==> src/core/cms_pkg.sv <==
/*
  Constants and carrier types for the charger mode sequencer.
  Assumes a 250 MHz system clock and asynchronous monitor comparators.
*/
// Behaviour
// - Hi-Z on UVLO, request bit, disable pin
// - Entering Hi-Z clears safety timer
// - Resume charging about 110ms after Hi-Z
// - Sleep stops converter, one 128us pulse
// - Sleep exit clears phase, restarts charge
// - Sleep fault held until read and ended
// - Supply sag reduces current, sets flag
// - Sag blocks termination, extends doubled timer
// - Over-voltage stops converter, pulses, resumes after
// - Charge-enable bit gates charging, default on
// - Short-battery current until above short threshold
// - Die heat in CC or CV charging cuts input current
// - CV taper plus recharge level ends charge
// - Cutoff disabled means never terminate
// - Other loops, warm, cool, half current block
// - New cycle on recharge, POR, toggles, reset
// - Sink phase holding above threshold means done
// - Sink drop flags absence, resets parameters
// - Source phase hysteretic short-battery current
// - Alternate phases; found battery restarts charge
// - No detection when cutoff disabled
// - Sink phase lasts 250 ms
// - Source phase lasts 2 s
// - Termination deglitched for 32 ms
package cms_pkg;

  localparam int unsigned CLK_HZ      = 250_000_000;
  localparam int unsigned HZ_PER_MS   = 1000;
  localparam int unsigned HZ_PER_US   = 1_000_000;
  localparam int unsigned T_RESUME_MS = 110;
  localparam int unsigned T_PULSE_US  = 128;
  localparam int unsigned T_TERM_MS   = 32;
  localparam int unsigned T_SINK_MS   = 250;
  localparam int unsigned T_SRC_S     = 2;
  localparam int unsigned RESUME_CYC  = T_RESUME_MS * (CLK_HZ / HZ_PER_MS);
  localparam int unsigned PULSE_CYC   = T_PULSE_US * (CLK_HZ / HZ_PER_US);
  localparam int unsigned TERM_CYC    = T_TERM_MS * (CLK_HZ / HZ_PER_MS);
  localparam int unsigned SINK_CYC    = T_SINK_MS * (CLK_HZ / HZ_PER_MS);
  localparam int unsigned SRC_CYC     = T_SRC_S * CLK_HZ;

  localparam int unsigned AW = 2;
  localparam int unsigned DW = 8;
  localparam logic [AW-1:0] ADDR_CTRL  = 2'h0;
  localparam logic [AW-1:0] ADDR_STAT  = 2'h1;
  localparam logic [AW-1:0] ADDR_FAULT = 2'h2;

  localparam logic [1:0] PH_READY    = 2'h0;
  localparam logic [1:0] PH_CHARGING = 2'h1;
  localparam logic [1:0] PH_DONE     = 2'h2;
  localparam logic [1:0] PH_FAULT    = 2'h3;

  localparam logic [2:0] FLT_NONE   = 3'h0;
  localparam logic [2:0] FLT_OVP    = 3'h1;
  localparam logic [2:0] FLT_SLEEP  = 3'h2;
  localparam logic [2:0] FLT_ABSENT = 3'h3;

  typedef struct packed {
    logic [1:0] rsvd;
    logic       reset_cycle;
    logic       timer_double;
    logic       half_current_select;
    logic       cutoff_allow;
    logic       charge_enable;
    logic       high_impedance_request;
  } cms_ctrl_t;

  localparam cms_ctrl_t CTRL_RST = 8'h06;

  typedef struct packed {
    logic vin_above_uvlo;
    logic vin_above_sleep;
    logic vin_ovp;
    logic input_power_limit_loop;
    logic loop_cc;
    logic loop_cv;
    logic loop_other;
    logic die_hot;
    logic ts_warm;
    logic ts_cool;
    logic ibat_at_term;
    logic vbat_above_rch;
    logic vbat_below_recharge;
    logic vbat_above_short;
    logic vbat_above_detect;
    logic vbat_at_src_hi;
    logic vbat_at_src_lo;
    logic disable_pin;
  } cms_mon_t;

  typedef enum logic [2:0] {
    ST_HIZ    = 3'h0,
    ST_RESUME = 3'h1,
    ST_CHARGE = 3'h3,
    ST_SINK   = 3'h2,
    ST_SRC    = 3'h6,
    ST_DONE   = 3'h7,
    ST_SLEEP  = 3'h5,
    ST_OVP    = 3'h4
  } cms_state_t;

endpackage : cms_pkg

==> src/core/cms_sequencer.sv <==
/*
  Mode and charge-cycle sequencer: Hi-Z, sleep, over-voltage, supply sag,
  termination and battery detection, with a small register port.
  Assumes monitor inputs are asynchronous comparator levels.
*/
// Our own choices: the address-and-strobe port and the register addresses.
`timescale 1ns/100ps
`default_nettype none

module cms_sequencer #(
  parameter int unsigned RESUME_CYC = cms_pkg::RESUME_CYC,
  parameter int unsigned PULSE_CYC  = cms_pkg::PULSE_CYC,
  parameter int unsigned TERM_CYC   = cms_pkg::TERM_CYC,
  parameter int unsigned SINK_CYC   = cms_pkg::SINK_CYC,
  parameter int unsigned SRC_CYC    = cms_pkg::SRC_CYC
) (
  input  wire logic                   clk_sys,
  input  wire logic                   rstn,
  input  wire cms_pkg::cms_mon_t      mon_async,
  input  wire logic [cms_pkg::AW-1:0] reg_addr,
  input  wire logic [cms_pkg::DW-1:0] reg_wdata,
  input  wire logic                   reg_wr,
  input  wire logic                   reg_rd,
  output logic      [cms_pkg::DW-1:0] reg_rdata,
  output logic                        hiz_mode,
  output logic                        converter_on,
  output logic                        short_current_en,
  output logic                        detect_sink_en,
  output logic                        current_reduce,
  output logic                        input_cut,
  output logic                        timer_extend,
  output logic                        safety_timer_clr,
  output logic                        params_reset,
  output logic                        stat_pulse,
  output logic                        int_pulse
);

  ////////////////////////////////////////////////////////////////////////////
  // Input synchroniser

  cms_pkg::cms_mon_t mon_m_q;
  cms_pkg::cms_mon_t mon_s;

  always_ff @(posedge clk_sys) begin
    if (!rstn) begin
      mon_m_q <= '0;
      mon_s   <= '0;
    end else begin
      mon_m_q <= mon_async;
      mon_s   <= mon_m_q;
    end
  end

  ////////////////////////////////////////////////////////////////////////////
  // Declarations

  cms_pkg::cms_ctrl_t  ctrl_q;
  cms_pkg::cms_state_t state_q;
  cms_pkg::cms_state_t state_d;
  logic [31:0]         cnt_q;
  logic [31:0]         term_cnt_q;
  logic [31:0]         pulse_cnt_q;
  logic [2:0]          fault_q;
  logic                absent_q;
  logic                chg_prev_q;
  logic                src_on_q;
  logic                src_on_d;
  logic                sag_q;
  logic                hiz_cond;
  logic                restart;
  logic                term_cond;
  logic                det_abort;
  logic                pulse_start;
  logic                sink_fail;
  logic                charging;
  logic [1:0]          phase;

  ////////////////////////////////////////////////////////////////////////////
  // Condition decode

  assign hiz_cond = !mon_s.vin_above_uvlo || ctrl_q.high_impedance_request
                    || mon_s.disable_pin;
  assign restart  = (reg_wr && reg_addr == cms_pkg::ADDR_CTRL && reg_wdata[5])
                    || (ctrl_q.charge_enable != chg_prev_q);
  assign term_cond = ctrl_q.cutoff_allow && mon_s.loop_cv && mon_s.ibat_at_term
                     && mon_s.vbat_above_rch && !mon_s.loop_other
                     && !mon_s.input_power_limit_loop && !mon_s.ts_warm && !mon_s.ts_cool
                     && !ctrl_q.half_current_select;
  assign det_abort = !ctrl_q.cutoff_allow || !ctrl_q.charge_enable;
  assign sink_fail = state_q == cms_pkg::ST_SINK && !mon_s.vbat_above_detect;
  assign charging  = state_d == cms_pkg::ST_CHARGE && ctrl_q.charge_enable;

  ////////////////////////////////////////////////////////////////////////////
  // Register port

  always_ff @(posedge clk_sys) begin
    if (!rstn) begin
      ctrl_q     <= cms_pkg::CTRL_RST;
      chg_prev_q <= cms_pkg::CTRL_RST.charge_enable;
    end else begin
      chg_prev_q <= ctrl_q.charge_enable;
      if (reg_wr && reg_addr == cms_pkg::ADDR_CTRL) begin
        ctrl_q             <= reg_wdata;
        ctrl_q.reset_cycle <= 1'b0;
        ctrl_q.rsvd        <= '0;
      end
    end
  end

  always_comb begin
    phase = cms_pkg::PH_READY;
    case (state_q)
      cms_pkg::ST_CHARGE, cms_pkg::ST_SINK, cms_pkg::ST_SRC: phase = cms_pkg::PH_CHARGING;
      cms_pkg::ST_DONE:                   phase = cms_pkg::PH_DONE;
      cms_pkg::ST_OVP, cms_pkg::ST_SLEEP: phase = cms_pkg::PH_FAULT;
      default:                            phase = cms_pkg::PH_READY;
    endcase
  end

  always_ff @(posedge clk_sys) begin
    if (!rstn) begin
      reg_rdata <= '0;
    end else if (reg_rd) begin
      if (reg_addr == cms_pkg::ADDR_CTRL) begin
        reg_rdata <= ctrl_q;
      end else if (reg_addr == cms_pkg::ADDR_STAT) begin
        reg_rdata <= {sag_q, state_q, 2'h0, phase};
      end else if (reg_addr == cms_pkg::ADDR_FAULT) begin
        reg_rdata <= {5'h00, fault_q};
      end else begin
        reg_rdata <= '0;
      end
    end else begin
      reg_rdata <= '0;
    end
  end

  ////////////////////////////////////////////////////////////////////////////
  // Mode state machine

  always_comb begin
    state_d = state_q;
    if (hiz_cond) begin
      state_d = cms_pkg::ST_HIZ;
    end else if (state_q == cms_pkg::ST_HIZ) begin
      state_d = cms_pkg::ST_RESUME;
    end else if (mon_s.vin_ovp) begin
      state_d = cms_pkg::ST_OVP;
    end else if (!mon_s.vin_above_sleep) begin
      state_d = cms_pkg::ST_SLEEP;
    end else begin
      case (state_q)
        cms_pkg::ST_RESUME: begin
          if (cnt_q == RESUME_CYC - 32'h1) state_d = cms_pkg::ST_CHARGE;
        end
        cms_pkg::ST_OVP, cms_pkg::ST_SLEEP: state_d = cms_pkg::ST_CHARGE;
        cms_pkg::ST_CHARGE: begin
          if (term_cond && term_cnt_q == TERM_CYC - 32'h1) begin
            state_d = cms_pkg::ST_SINK;
          end
        end
        cms_pkg::ST_SINK: begin
          if (det_abort || restart) begin
            state_d = cms_pkg::ST_CHARGE;
          end else if (!mon_s.vbat_above_detect) begin
            state_d = cms_pkg::ST_SRC;
          end else if (cnt_q == SINK_CYC - 32'h1) begin
            state_d = absent_q ? cms_pkg::ST_CHARGE : cms_pkg::ST_DONE;
          end
        end
        cms_pkg::ST_SRC: begin
          if (det_abort || restart) begin
            state_d = cms_pkg::ST_CHARGE;
          end else if (cnt_q == SRC_CYC - 32'h1) begin
            state_d = cms_pkg::ST_SINK;
          end
        end
        cms_pkg::ST_DONE: begin
          if (mon_s.vbat_below_recharge || restart) state_d = cms_pkg::ST_CHARGE;
        end
        default: state_d = state_q;
      endcase
    end
  end

  always_ff @(posedge clk_sys) begin
    if (!rstn) begin
      state_q <= cms_pkg::ST_HIZ;
      cnt_q   <= '0;
    end else begin
      state_q <= state_d;
      cnt_q   <= (state_d != state_q) ? 32'h0 : cnt_q + 32'h1;
    end
  end

  // Termination deglitch; any restart also clears it
  always_ff @(posedge clk_sys) begin
    if (!rstn) begin
      term_cnt_q <= '0;
    end else if (state_q == cms_pkg::ST_CHARGE && term_cond && !restart) begin
      term_cnt_q <= term_cnt_q + 32'h1;
    end else begin
      term_cnt_q <= '0;
    end
  end

  ////////////////////////////////////////////////////////////////////////////
  // Battery detection

  always_comb begin
    src_on_d = src_on_q;
    if (state_q != cms_pkg::ST_SRC) begin
      src_on_d = 1'b1;
    end else if (mon_s.vbat_at_src_hi) begin
      src_on_d = 1'b0;
    end else if (mon_s.vbat_at_src_lo) begin
      src_on_d = 1'b1;
    end
  end

  always_ff @(posedge clk_sys) begin
    if (!rstn) begin
      src_on_q <= 1'b1;
      absent_q <= 1'b0;
    end else begin
      src_on_q <= src_on_d;
      if (sink_fail) begin
        absent_q <= 1'b1;
      end else if (state_d == cms_pkg::ST_CHARGE) begin
        absent_q <= 1'b0;
      end
    end
  end

  ////////////////////////////////////////////////////////////////////////////
  // Fault code, sticky per kind

  always_ff @(posedge clk_sys) begin
    if (!rstn) begin
      fault_q <= cms_pkg::FLT_NONE;
    end else begin
      if (fault_q == cms_pkg::FLT_SLEEP && state_q != cms_pkg::ST_SLEEP
          && reg_rd && reg_addr == cms_pkg::ADDR_FAULT) begin
        fault_q <= cms_pkg::FLT_NONE;
      end
      if (fault_q == cms_pkg::FLT_OVP && state_q != cms_pkg::ST_OVP) begin
        fault_q <= cms_pkg::FLT_NONE;
      end
      if (fault_q == cms_pkg::FLT_ABSENT && absent_q && state_d == cms_pkg::ST_CHARGE) begin
        fault_q <= cms_pkg::FLT_NONE;
      end
      // Setting wins over any clear in the same cycle
      if (state_d == cms_pkg::ST_OVP && state_q != cms_pkg::ST_OVP) begin
        fault_q <= cms_pkg::FLT_OVP;
      end else if (state_d == cms_pkg::ST_SLEEP && state_q != cms_pkg::ST_SLEEP) begin
        fault_q <= cms_pkg::FLT_SLEEP;
      end else if (sink_fail) begin
        fault_q <= cms_pkg::FLT_ABSENT;
      end
    end
  end

  ////////////////////////////////////////////////////////////////////////////
  // Status pulse

  assign pulse_start = (state_d == cms_pkg::ST_OVP && state_q != cms_pkg::ST_OVP)
                       || (state_d == cms_pkg::ST_SLEEP && state_q != cms_pkg::ST_SLEEP);

  always_ff @(posedge clk_sys) begin
    if (!rstn) begin
      stat_pulse  <= 1'b0;
      int_pulse   <= 1'b0;
      pulse_cnt_q <= '0;
    end else if (pulse_start && !stat_pulse) begin
      stat_pulse  <= 1'b1;
      int_pulse   <= 1'b1;
      pulse_cnt_q <= '0;
    end else if (stat_pulse) begin
      pulse_cnt_q <= pulse_cnt_q + 32'h1;
      if (pulse_cnt_q == PULSE_CYC - 32'h1) begin
        stat_pulse <= 1'b0;
        int_pulse  <= 1'b0;
      end
    end
  end

  ////////////////////////////////////////////////////////////////////////////
  // Power stage controls

  always_ff @(posedge clk_sys) begin
    if (!rstn) begin
      hiz_mode         <= 1'b1;
      converter_on     <= 1'b0;
      short_current_en <= 1'b0;
      detect_sink_en   <= 1'b0;
      safety_timer_clr <= 1'b0;
      params_reset     <= 1'b0;
    end else begin
      hiz_mode         <= state_d == cms_pkg::ST_HIZ;
      converter_on     <= charging;
      short_current_en <= (charging && !mon_s.vbat_above_short)
                          || (state_d == cms_pkg::ST_SRC && src_on_d);
      detect_sink_en   <= state_d == cms_pkg::ST_SINK;
      safety_timer_clr <= state_d == cms_pkg::ST_HIZ && state_q != cms_pkg::ST_HIZ;
      params_reset     <= sink_fail;
    end
  end

  always_ff @(posedge clk_sys) begin
    if (!rstn) begin
      sag_q          <= 1'b0;
      current_reduce <= 1'b0;
      timer_extend   <= 1'b0;
      input_cut      <= 1'b0;
    end else begin
      sag_q          <= mon_s.input_power_limit_loop;
      current_reduce <= charging && mon_s.input_power_limit_loop;
      timer_extend   <= charging && mon_s.input_power_limit_loop && ctrl_q.timer_double;
      input_cut      <= charging && mon_s.die_hot
                        && (mon_s.loop_cc || mon_s.loop_cv);
    end
  end
endmodule : cms_sequencer

`default_nettype wire

==> config.mk <==
export PLATFORM = sky130hd
export DESIGN_NAME = cms_sequencer
export DESIGN_NICKNAME = d
export VERILOG_FILES = /design/src/core/cms_pkg.sv /design/src/core/cms_sequencer.sv
export SDC_FILE = /design/constraint.sdc
export NUM_CORES = 1
export LEC_CHECK = 0
export ABC_CLOCK_PERIOD_IN_PS = 4000
export BUFFER_PORTS_ARGS = -buffer_cell sky130_fd_sc_hd__buf_4
export CAP_MARGIN = 30
export CORE_MARGIN = 2
export CORE_UTILIZATION = 55
export DETAILED_ROUTE_END_ITERATION = 6
export HOLD_SLACK_MARGIN = 0.03
export PLACE_DENSITY = 0.86
export SLEW_MARGIN = 20
export SYNTH_ARGS = -nofsm -noshare
export SYNTH_HDL_FRONTEND = slang
export SYNTH_SLANG_ARGS = --single-unit
==> constraint.sdc <==
create_clock -name clk_sys -period 4 [get_ports clk_sys]
set_input_delay 1.2 -clock clk_sys [delete_from_list [all_inputs] [get_ports clk_sys]]
set_output_delay 1.2 -clock clk_sys [all_outputs]
set_load 0.1 [all_outputs]
* Word level (Yosys, flattened, before mapping)
Index checks and enable logic that the tools add are counted.
Storage, ports and cells: register bits after elaboration 165, logic and storage cells 201, bits of input ports 32
Operators by class: reductions and logical operators 70, add/sub/neg operators 3, bitwise operators 2, mux-type cells 35, eq/ne operators 27
Operators with widths (number):
- adder 32 x 1 -> 32 bit (second input constant) | 3
- 2-to-1 mux 3 bit | 13
- equality test 32 x 15 -> 1 bit (second input constant) | 1
- equality test 32 x 23 -> 1 bit (second input constant) | 1
- equality test 32 x 25 -> 1 bit (second input constant) | 1
- equality test 32 x 26 -> 1 bit (second input constant) | 1
- equality test 32 x 29 -> 1 bit (second input constant) | 1
- logical AND 1 bit | 31
- equality test 3 bit (second input constant) | 7
- one-hot mux 3 bit (6 select lines) | 1
- equality test 3 x 2 -> 1 bit (second input constant) | 4
- zero test 1 bit | 12
- 2-to-1 mux 1 bit | 12
- 2-to-1 mux 2 bit | 6
- OR reduction 2 bit | 5
- logical OR 1 bit | 9
- inequality test 3 bit (second input constant) | 3
- 2-to-1 mux 8 bit | 1
- equality test 2 bit (second input constant) | 3
- zero test 3 bit | 2
- one-hot mux 2 bit (3 select lines) | 1
- AND reduction 2 bit | 3
- nonzero test 2 bit | 3
- nonzero test 6 bit | 1
- other kinds (10) | 12

* Depth between registers and ports, before layout
Gate-level depths: netlist of run 1.
word-level depth 21, mapped depth 9, gate-level depth less buffers 8

* Worst setup path before layout of run 1
No wires, ideal clock.
path type input -> register, from input port reg_addr[1] (netlist bit), to register pulse_cnt_q[10], stages 9, path buffers 2, arrival time 3.098 ns, required time 3.868 ns, slack 0.770 ns, path through buf_2 > and4bb_2 > nor4_1 > nor3_1 > a31oi_1 > nand3_1 > a21oi_2 > buf_4 > nor3_1
Between the ends: word-level cells in the longest chain between the ends 16
Ends and longest elaborated chain:
- start: declaration | line cms_sequencer.sv:20 | input wire logic [cms_pkg::AW-1:0] reg_addr,
- zero test 2 bit (*) | line cms_sequencer.sv:83 | assign restart = (reg_wr && reg_addr == cms_pkg::ADDR_CTRL && reg_wdata[5])
- logical AND 1 bit (*) (2 in a row) | line cms_sequencer.sv:83
- logical OR 1 bit (*) | line cms_sequencer.sv:84 | || (ctrl_q.charge_enable != chg_prev_q);
- logical OR 1 bit, on equally long branches | line cms_sequencer.sv:179, cms_sequencer.sv:163, cms_sequencer.sv:172
- 2-to-1 mux 3 bit, on equally long branches | line cms_sequencer.sv:179, cms_sequencer.sv:163, cms_sequencer.sv:172
- one-hot mux 3 bit (6 select lines) (*) | line cms_sequencer.sv:152 | case (state_q)
- 2-to-1 mux 3 bit (*) | line cms_sequencer.sv:149 | end else if (!mon_s.vin_above_sleep) begin
- 2-to-1 mux 3 bit (*) | line cms_sequencer.sv:147 | end else if (mon_s.vin_ovp) begin
- 2-to-1 mux 3 bit (*) | line cms_sequencer.sv:145 | end else if (state_q == cms_pkg::ST_HIZ) begin
- 2-to-1 mux 3 bit (*) | line cms_sequencer.sv:143 | if (hiz_cond) begin
- equality test 3 bit, on equally long branches | line cms_sequencer.sv:266, cms_sequencer.sv:267
- logical AND 1 bit, on equally long branches | line cms_sequencer.sv:266, cms_sequencer.sv:267
- logical OR 1 bit (*) | line cms_sequencer.sv:267 | || (state_d == cms_pkg::ST_SLEEP && state_q != cms_pkg::ST_SLEEP);
- logical AND 1 bit (*) | line cms_sequencer.sv:274 | end else if (pulse_start && !stat_pulse) begin
- OR reduction 2 bit (no line) (*)
- end signal: assignment | line cms_sequencer.sv:279 | pulse_cnt_q <= pulse_cnt_q + 32'h1;
- end: declaration | line cms_sequencer.sv:62 | logic [31:0] pulse_cnt_q;
Every way passes the cells marked *; elsewhere a longest branch is shown, timed or not. A chain may end at the register's enable or synchronous reset.

* Final worst setup path of run 1
from input port reg_addr[0] (netlist bit), to register int_pulse
Between the ends: word-level cells in the longest chain between the ends 17
Ends and longest elaborated chain:
- zero test 2 bit (*) | line cms_sequencer.sv:83
- logical AND 1 bit (*) (2 in a row) | line cms_sequencer.sv:83
- logical OR 1 bit (*) | line cms_sequencer.sv:84
- logical OR 1 bit, on equally long branches | line cms_sequencer.sv:179, cms_sequencer.sv:163, cms_sequencer.sv:172
- 2-to-1 mux 3 bit, on equally long branches | line cms_sequencer.sv:179, cms_sequencer.sv:163, cms_sequencer.sv:172
- one-hot mux 3 bit (6 select lines) (*) | line cms_sequencer.sv:152
- 2-to-1 mux 3 bit (*) | line cms_sequencer.sv:149
- 2-to-1 mux 3 bit (*) | line cms_sequencer.sv:147
- 2-to-1 mux 3 bit (*) | line cms_sequencer.sv:145
- 2-to-1 mux 3 bit (*) | line cms_sequencer.sv:143
- equality test 3 bit, on equally long branches | line cms_sequencer.sv:266, cms_sequencer.sv:267
- logical AND 1 bit, on equally long branches | line cms_sequencer.sv:266, cms_sequencer.sv:267
- logical OR 1 bit (*) | line cms_sequencer.sv:267
- logical AND 1 bit (*) | line cms_sequencer.sv:274
- nonzero test 2 bit (no line)
- AND reduction 2 bit (no line)
- end signal: assignment | line cms_sequencer.sv:272 | int_pulse <= 1'b0;
- end signal: assignment | line cms_sequencer.sv:276 | int_pulse <= 1'b1;
- end signal: assignment | line cms_sequencer.sv:282 | int_pulse <= 1'b0;
- end: declaration | line cms_sequencer.sv:35 | output logic int_pulse
Marks and branches as above.

==> impl_metrics.tcl, run 1 <==
set metrics [dict create \
    synth_warnings 0 \
    avgSynthCellArea_um2 9.07 \
    via_count 5240 \
    arrival_ns 3.49 \
    clockBufferDepth 2 \
    cts_sinks 165 \
    synth_edf_count 0 \
    n_antenna_cell 0 \
    clock_skew_ns 0.00917 \
    first_iter_violations 462 \
    power.total_uw 3380 \
    synth-seq-cells 165 \
    rsz0062_at_grt "no" \
    die-width_um 115 \
    drive_above_1_share_pct 12.5 \
    overflow 0 \
    final_area_um2 7860 \
    pre_cts_ws_ns 0.436 \
    synth_cells 750 \
    outcome "complete, no violations" \
    vias_per_cell 5.36 \
    netlist_area_um2 6800 \
    cts_tree "built" \
    dpl.hpwl_um 8670 \
    ir_drop_mv 0.308 \
    grtUsageMet2_pct 33.6 \
    grt_pass1_vias 4850 \
    setup_tns_ns 0 \
    period_minus_slack_ns 3.12 \
    drv_slew 0 \
    firstDrtPassIters 5 \
    post-cts-setup-buffer-count 0 \
    antenna_found_initial 0 \
    async_flop_share_pct 0 \
    die-area_um2 13300 \
    crit_path_end_kind "flop" \
    cts_made_buffers 17 \
    grt_usage_pct 21.2 \
    yosysTopAreaCell "dfxtp_1" \
    synth_most_common_cell "dfxtp_1" \
    grt_max_degree 55 \
    fill_cells 964 \
    worst_slew_pin_slew_ns 0.688 \
    max_slew_margin_pct 53.8 \
    area_delta_synth_final_pct 15.6 \
    synth_area_leaders "dfxtp_1, xor2_1, nor2_1, and2_1, xnor2_1" \
    wirelength_um 13100 \
    row_count 40 \
    cts_max_level 4 \
    p_per_area_nw_per_um2 430 \
    ant_nets 0 \
    fin_crit_sh_pct 78.0 \
    max_cap_violations 0 \
    setup_viol 0 \
    leakagePower_uw 0.00292 \
    post_cts_resized 0 \
    io_buffers 48 \
    postSynthNetCount 785 \
    place_area_um2 7270 \
    use_met3_pct 4.64 \
    fmax_ghz 0.321 \
    grt_pass1_wl_um 22400 \
    die_y_um 115 \
    hold_violations 0 \
    route.detailed.drc 0 \
    seq_area_frac_synth_pct 48.6 \
    hold_path_class "flop to flop" \
    nets 832 \
    yosysTopAreaCellShare_pct 48.6 \
    wire_per_inst_um 13.4 \
    netlist_top_cells_count "dfxtp_1, nor2_1, xor2_1" \
    crit_fanout 33 \
    worst_slack_ns 0.880 \
    path_class "input port to flop" \
    crit_required_ns 4.37 \
    place.gp.congestion 0.902 \
    cts_root_buffer "clkbuf_16" \
    top_level_ports 51 \
    use_met1_pct 27.6 \
    coreArea_um2 12100 \
    synth_flop_cell "dfxtp_1" \
    initial_core_util_pct 56.4 \
    yosysUniqueCellTypes 58 \
    hold_buffers 0 \
    clock_latency_ns 0.43 \
    holdWs_ns 0.412 \
    startpoint_type "input port" \
    gr-max-usage-layer "met2" \
    clk_pin_slew_ns 0.07 \
]
-- metrics by stage --
stage	utilization, %	cells
floorplan	-	750
finish	65.2	978
CTS	65.1	977
global route	65.2	978
global placement	60.3	945
detailed placement	60.3	945
-- area by class of cell --
type / instances / area, µm² / share of cell area, %
Sequential cell: 165 / 3300 / 42.0
Clock inverter: 14 / 154 / 1.96
Timing Repair Buffer: 54 / 403 / 5.12
Clock buffer: 18 / 429 / 5.46
Tap cell: 168 / 210 / 2.67
Inverter: 15 / 56.3 / 0.716
Multi-Input combinational cell: 544 / 3310 / 42.1
-- cells by family after synthesis --
logic type | count (synthesis) | synth area share (%)
simple gates | 408 | 31.3
flops | 165 | 48.6
xor+xnor | 90 | 11.6
buf+inv | 41 | 2.78
compound gates | 35 | 3.98
mux | 8 | 1.18
fa+ha+maj | 3 | 0.552
-- layer usage --
metal  wire length (µm)  part of all wire, %
met1               6040                   46
met2               6250                   48
met3                494                  3.8
met4                269                  2.1
met5                  0                    0
-- worst paths after layout --
path | endpoint | slack (ns) | start | cells after the start
worst max register to register | cnt_q[10] | 1.06 | cnt_q[29] | 8
worst min register to register | short_current_en | 0.41 | mon_s[4] | 1
worst max-delay path | int_pulse | 0.88 | reg_addr[0] | 9
worst min-delay path | short_current_en | 0.41 | mon_s[4] | 1
-- state kept, by name, summed over array words and instances, names as in the netlist, 2 cells and up --
| signal | cells |
|---|---|
| mon_m_q | 18 |
| reg_rdata | 8 |
| term_cnt_q | 32 |
| state_q | 3 |
| pulse_cnt_q | 32 |
| fault_q | 2 |
| ctrl_q | 5 |
| cnt_q | 32 |
| mon_s | 18 |
-- power by group --
group / total, µW / switching (µW) / internal [µW]
clock network: 1600 / 711 / 888
logic: 102 / 57.0 / 44.6
registers: 1680 / 12.0 / 1670
total: 3380 / 780 / 2600
-- placed cells by master (no fill, tap or decap), types with 12 or more instances in the layout --
| master | netlist | final |
|---|---|---|
| dfxtp_1 | 165 | 165 |
| nor2_1 | 106 | 106 |
| xor2_1 | 58 | 58 |
| nand2_1 | 54 | 54 |
| buf_4 | 3 | 53 |
| nor3_1 | 50 | 50 |
| and2_1 | 45 | 45 |
| nand3_1 | 39 | 39 |
| and3_1 | 33 | 33 |
| xnor2_1 | 32 | 32 |
| nand4_1 | 21 | 21 |
| clkbuf_16 | 0 | 17 |
| inv_1 | 14 | 14 |
| nor4_1 | 12 | 12 |
-- critical path: stages --
cell      delay (ns)
buf_4           0.16
and4bb_2        0.29
nor4_1          0.53
nor3_1          0.16
a31oi_1         0.27
nand3_1         0.18
a21oi_2         0.15
buf_4           0.34
a22o_1          0.21
No activity file was read; power rests on OpenSTA's default activity.
==> run 2: changes to the inputs <==
Settings changed: ABC_CLOCK_PERIOD_IN_PS 4000 to 3030.
Clock period 4 ns to 3.03 ns, I/O delays scaled along.
==> impl_metrics.tcl, run 2 (synthesis gave the netlist of run 1 again) <==
set metrics [dict create \
    critPathBufInv 1 \
    area_delta_synth_final_pct 17.2 \
    via_count 5357 \
    fin_crit_sh_pct 96.3 \
    die-width_um 115 \
    p_per_area_nw_per_um2 569 \
    post_cts_resized 0 \
    die_y_um 115 \
    rsz0062_at_grt "no" \
    critPathSlowestCell "or4b_1" \
    coreArea_um2 12100 \
    netSwitchingPower_uw 1010 \
    fin_util_pct 66.1 \
    hold_buffers 0 \
    outcome "complete, no violations" \
    n_antenna_cell 0 \
    seqPwrFrac_pct 48.8 \
    wl_met3_um 669 \
    arrival_ns 3.28 \
    whs_path_depth 1 \
    ant_nets 0 \
    max_slew_margin_pct 57.2 \
    clk_pin_slew_ns 0.07 \
    fmax_ghz 0.343 \
    crit_chain "or4b_1 -> or3_1 -> nor4_2 -> o21a_1 -> mux2i_1 -> o311ai_4 -> buf_12 -> nor2_1" \
    grt_pass1_wl_um 23400 \
    startpoint_type "flop" \
    reg2reg_from "cnt_q[29]" \
    first_iter_violations 448 \
    clock_latency_ns 0.43 \
    cts_sinks 165 \
    wirelength_um 13700 \
    antenna_found_initial 0 \
    vias_per_cell 5.43 \
    startpoint "cnt_q[29]" \
    reg2reg_depth 8 \
    overflow 0 \
    intPower_uw 3530 \
    nets 840 \
    crit_required_ns 3.39 \
    top_level_ports 51 \
    hold_path_class "flop to flop" \
    path_class "flop to flop" \
    route.detailed.drc 0 \
    drt-met1-wl_um 6100 \
    max_stage_delay_ns 0.61 \
    grt_usage_pct 22.0 \
    max_cap_violations 0 \
    r2r_end "cnt_q[22]" \
    place_inst 954 \
    drive_above_1_share_pct 13.4 \
    drv_slew 0 \
    power.total_uw 4530 \
    die-area_um2 13300 \
    cts_root_buffer "clkbuf_16" \
    cts_made_buffers 17 \
    clkPwrFrac_pct 48.0 \
    min_from "mon_s[4]" \
    mostFrequentLayoutCell "dfxtp_1" \
    initial_core_util_pct 56.4 \
    cts_max_level 4 \
    grt_max_degree 38 \
    clock_skew_ns 0.00796 \
    clockBufferDepth 2 \
    wl_met2_um 6690 \
    hold_violations 0 \
    worst_slew_pin_slew_ns 0.641 \
    setup_tns_ns 0 \
    leakagePower_uw 0.00298 \
    dpl.hpwl_um 8760 \
    regToRegSetupSlack_ns 0.11 \
    grt_pass1_vias 5043 \
    firstDrtPassIters 6 \
    cts_tree "built" \
    final_cells 986 \
    crit_fanout 32 \
    crit_path_end_kind "flop" \
    row_count 40 \
    period_minus_slack_ns 2.92 \
    wire_per_inst_um 13.9 \
    fill_cells 924 \
    sw_frac_of_total_pct 22.3 \
    post-cts-setup-buffer-count 0 \
    layout_common_cells "dfxtp_1, nor2_1, buf_4" \
    place.gp.congestion 0.924 \
    min_to "short_current_en" \
    crit_family "simple AND/OR/NAND/NOR gates" \
    highest_layer "met4" \
    top_regs "cnt_q x32, pulse_cnt_q x32, term_cnt_q x32" \
    setup_viol 0 \
    io_buffers 48 \
    ir_drop_mv 0.422 \
    p_comb_share_pct 3.2 \
]
[run 2: cell type report]
type	instances	area, µm²	area share [%]
multi-input cells	544	3310	41.5
flip-flops and latches	165	3300	41.5
repair buffers	62	490	6.15
clock buffers	18	439	5.51
well taps	168	210	2.64
clock inverters	14	163	2.04
inverters	15	56.3	0.707
[run 2: worst max path at each step]
stage | depth (start not counted) | end | slack [ns]
5_1_grt | 8 | cnt_q[22] | 0.004
6_report | 8 | cnt_q[22] | 0.11
3_5_place_dp | 10 | fault_q[1] | 0.05
3_3_place_gp | 10 | fault_q[1] | 0.07
4_1_cts | 8 | cnt_q[22] | 0.16
2_1_floorplan | 9 | pulse_cnt_q[10] | 0.09
[run 2: metrics by stage]
| stage | instance area [µm²] | setup WS (ns) | hold WS [ns] |
|---|---|---|---|
| detailed placement | 7370 | 0.0456 | 0.403 |
| global placement | 7370 | 0.0677 | 0.397 |
| finish | 7970 | 0.112 | 0.419 |
| CTS | 7970 | 0.158 | 0.419 |
| global route | 7970 | 0.00401 | 0.441 |
| floorplan | 6800 | 0.0905 | 0.391 |
[run 2: power groups by stage]
stage	Sequential [µW]	Clock (µW)	Combinational, µW
3_5_place_dp	2260	0	143
6_report	2220	2180	144
2_1_floorplan	2270	0	79.6
3_3_place_gp	2260	0	140
4_1_cts	2210	2200	144
5_1_grt	2220	2320	158
[run 2: routing by layer]
layer	vias up	track usage [%]
li1	2673	-
met1	2517	27.8
met2	142	36.1
met3	25	6.22
met4	0	8.19
met5	-	0
[run 2: worst register-to-register path, stage by stage, from the launching register on]
cell	delay [ns]
dfxtp_1	0.35
or4b_1	0.61
or3_1	0.43
nor4_2	0.41
o21a_1	0.25
mux2i_1	0.33
o311ai_4	0.16
buf_12	0.19
nor2_1	0.13
==> run 3: changes to the inputs <==
Settings changed: ABC_CLOCK_PERIOD_IN_PS 3030 to 2600, CORE_UTILIZATION 55 to 54, PLACE_DENSITY 0.86 to 0.76, SKIP_CTS_REPAIR_TIMING from default to 1.
Clock period 3.03 ns to 2.6 ns, I/O delays scaled along.
==> impl_metrics.tcl, run 3 (synthesis gave the netlist of run 1 again) <==
set metrics [dict create \
    outcome "finished, violations left" \
    violations "negative setup slack" \
    dpl.hpwl_um 10200 \
    worst_slew_pin_slew_ns 0.668 \
    startpoint_type "flop" \
    crit_required_ns 2.95 \
    clk_pin_slew_ns 0.06 \
    antenna_found_initial 0 \
    overflow 0 \
    cts_sinks 165 \
    nets 876 \
    clkPwrFrac_pct 46.8 \
    crit_fanout 8 \
    grt_max_degree 37 \
    holdWs_ns 0.432 \
    grt_pass1_vias 5356 \
    hold_path_class "flop to flop" \
    wl_met3_um 830 \
    ir_drop_mv 0.538 \
    fin_crit_sh_pct 104 \
    setup_tns_ns -3.19 \
    clockBufferDepth 2 \
    crit_chain "or4b_4 -> or3_4 -> nor4_4 -> o21a_1 -> mux2i_2 -> o311ai_4 -> buf_6 -> clkbuf_16 -> nor2_1" \
    wire_per_inst_um 15.2 \
    fin_util_pct 69.4 \
    drive_above_1_share_pct 19.6 \
    max_cap_violations 0 \
    netSwitchingPower_uw 1070 \
    io_buffers 48 \
    ant_nets 0 \
    hold_violations 0 \
    top_regs "cnt_q x32, pulse_cnt_q x32, term_cnt_q x32" \
    top_level_ports 51 \
    coreArea_um2 12200 \
    max_slew_margin_pct 55.1 \
    area_delta_synth_final_pct 24.1 \
    route.detailed.drc 0 \
    clock_skew_ns 0.00795 \
    intPower_uw 4190 \
    p_comb_share_pct 4.0 \
    max_stage_delay_ns 0.57 \
    multi_input_area_um2 3460 \
    die-width_um 116 \
    initial_core_util_pct 55.9 \
    first_iter_violations 391 \
    vias_per_cell 5.53 \
    wl_met2_um 7650 \
    highest_layer "met4" \
    fill_cells 914 \
    crit_path_end_kind "flop" \
    place.gp.congestion 0.919 \
    worst_slack_ns -0.104 \
    path_class "flop to flop" \
    fmax_ghz 0.370 \
    arrival_ns 3.06 \
    cts_root_buffer "clkbuf_16" \
    grt_usage_pct 22.7 \
    die-area_um2 13500 \
    grt_pass1_wl_um 24300 \
    p_per_area_nw_per_um2 623 \
    rsz0062_at_grt "yes" \
    cts_max_level 4 \
    layout_common_cells "dfxtp_1, nor2_1, buf_4" \
    wirelength_um 15500 \
    cts_made_buffers 17 \
    die_y_um 116 \
    register_area_um2 3310 \
    drv_slew 0 \
    drt-met1-wl_um 6740 \
    sw_frac_of_total_pct 20.3 \
    leakagePower_uw 0.00322 \
    setup_viol 54 \
    period_minus_slack_ns 2.70 \
    mostFrequentLayoutCell "dfxtp_1" \
    seqPwrFrac_pct 49.2 \
    via_count 5643 \
    cts_tree "built" \
    clock_latency_ns 0.42 \
    firstDrtPassIters 5 \
    row_count 40 \
    n_antenna_cell 0 \
    critPathSlowestCell "or4b_4" \
]
-- run 3: worst paths after layout --
kind               start   endpoint  slack, ns  cells past startpoint
max            cnt_q[29]  cnt_q[29]      -0.10                      9
max reg2reg    cnt_q[29]  cnt_q[29]      -0.10                      9
min reg2reg  mon_m_q[10]  mon_s[10]       0.43                      1
min          mon_m_q[10]  mon_s[10]       0.43                      1
-- run 3: cell type report --
type	instances	share of cell area, %
clock buffer	21	5.34
clock inverter	9	1.54
inverter	15	0.667
multi-input combinational	544	41.0
sequential	165	39.2
tap	168	2.49
timing repair buffer	98	9.73
-- run 3: worst max-delay path, delay by kind of cell (launching register included) --
family          cells  cell delay, ns
buf+inv             2            0.33
compound gates      2            0.39
simple gates        4            1.29
flops               1            0.31
mux                 1            0.31
-- run 3: per-layer routing --
layer / vias to the layer above / global-route usage [%]
met1: 2680 / 28.0
met3: 29 / 5.71
met5: - / 0
met4: 0 / 8.25
met2: 188 / 38.5
li1: 2746 / -
-- run 3: through the flow --
step | worst slack, ns | instances | power (µW) | instance area [µm²]
after CTS | -0.254 | 1011 | 5250 | 8180
after floorplan | 0.00318 | 750 | 2740 | 6840
final | -0.104 | 1020 | 5250 | 8440
after detailed placement | -0.221 | 981 | 2810 | 7600
after global routing | -0.192 | 1020 | 5410 | 8440
after global placement | -0.170 | 981 | 2810 | 7600
-- run 3: power by group through the flow --
stage | combinational (µW) | clock [µW] | sequential [µW]
final | 208 | 2460 | 2580
after global routing | 226 | 2600 | 2590
after CTS | 175 | 2490 | 2580
after detailed placement | 174 | 0 | 2640
after global placement | 169 | 0 | 2640
after floorplan | 95.5 | 0 | 2650
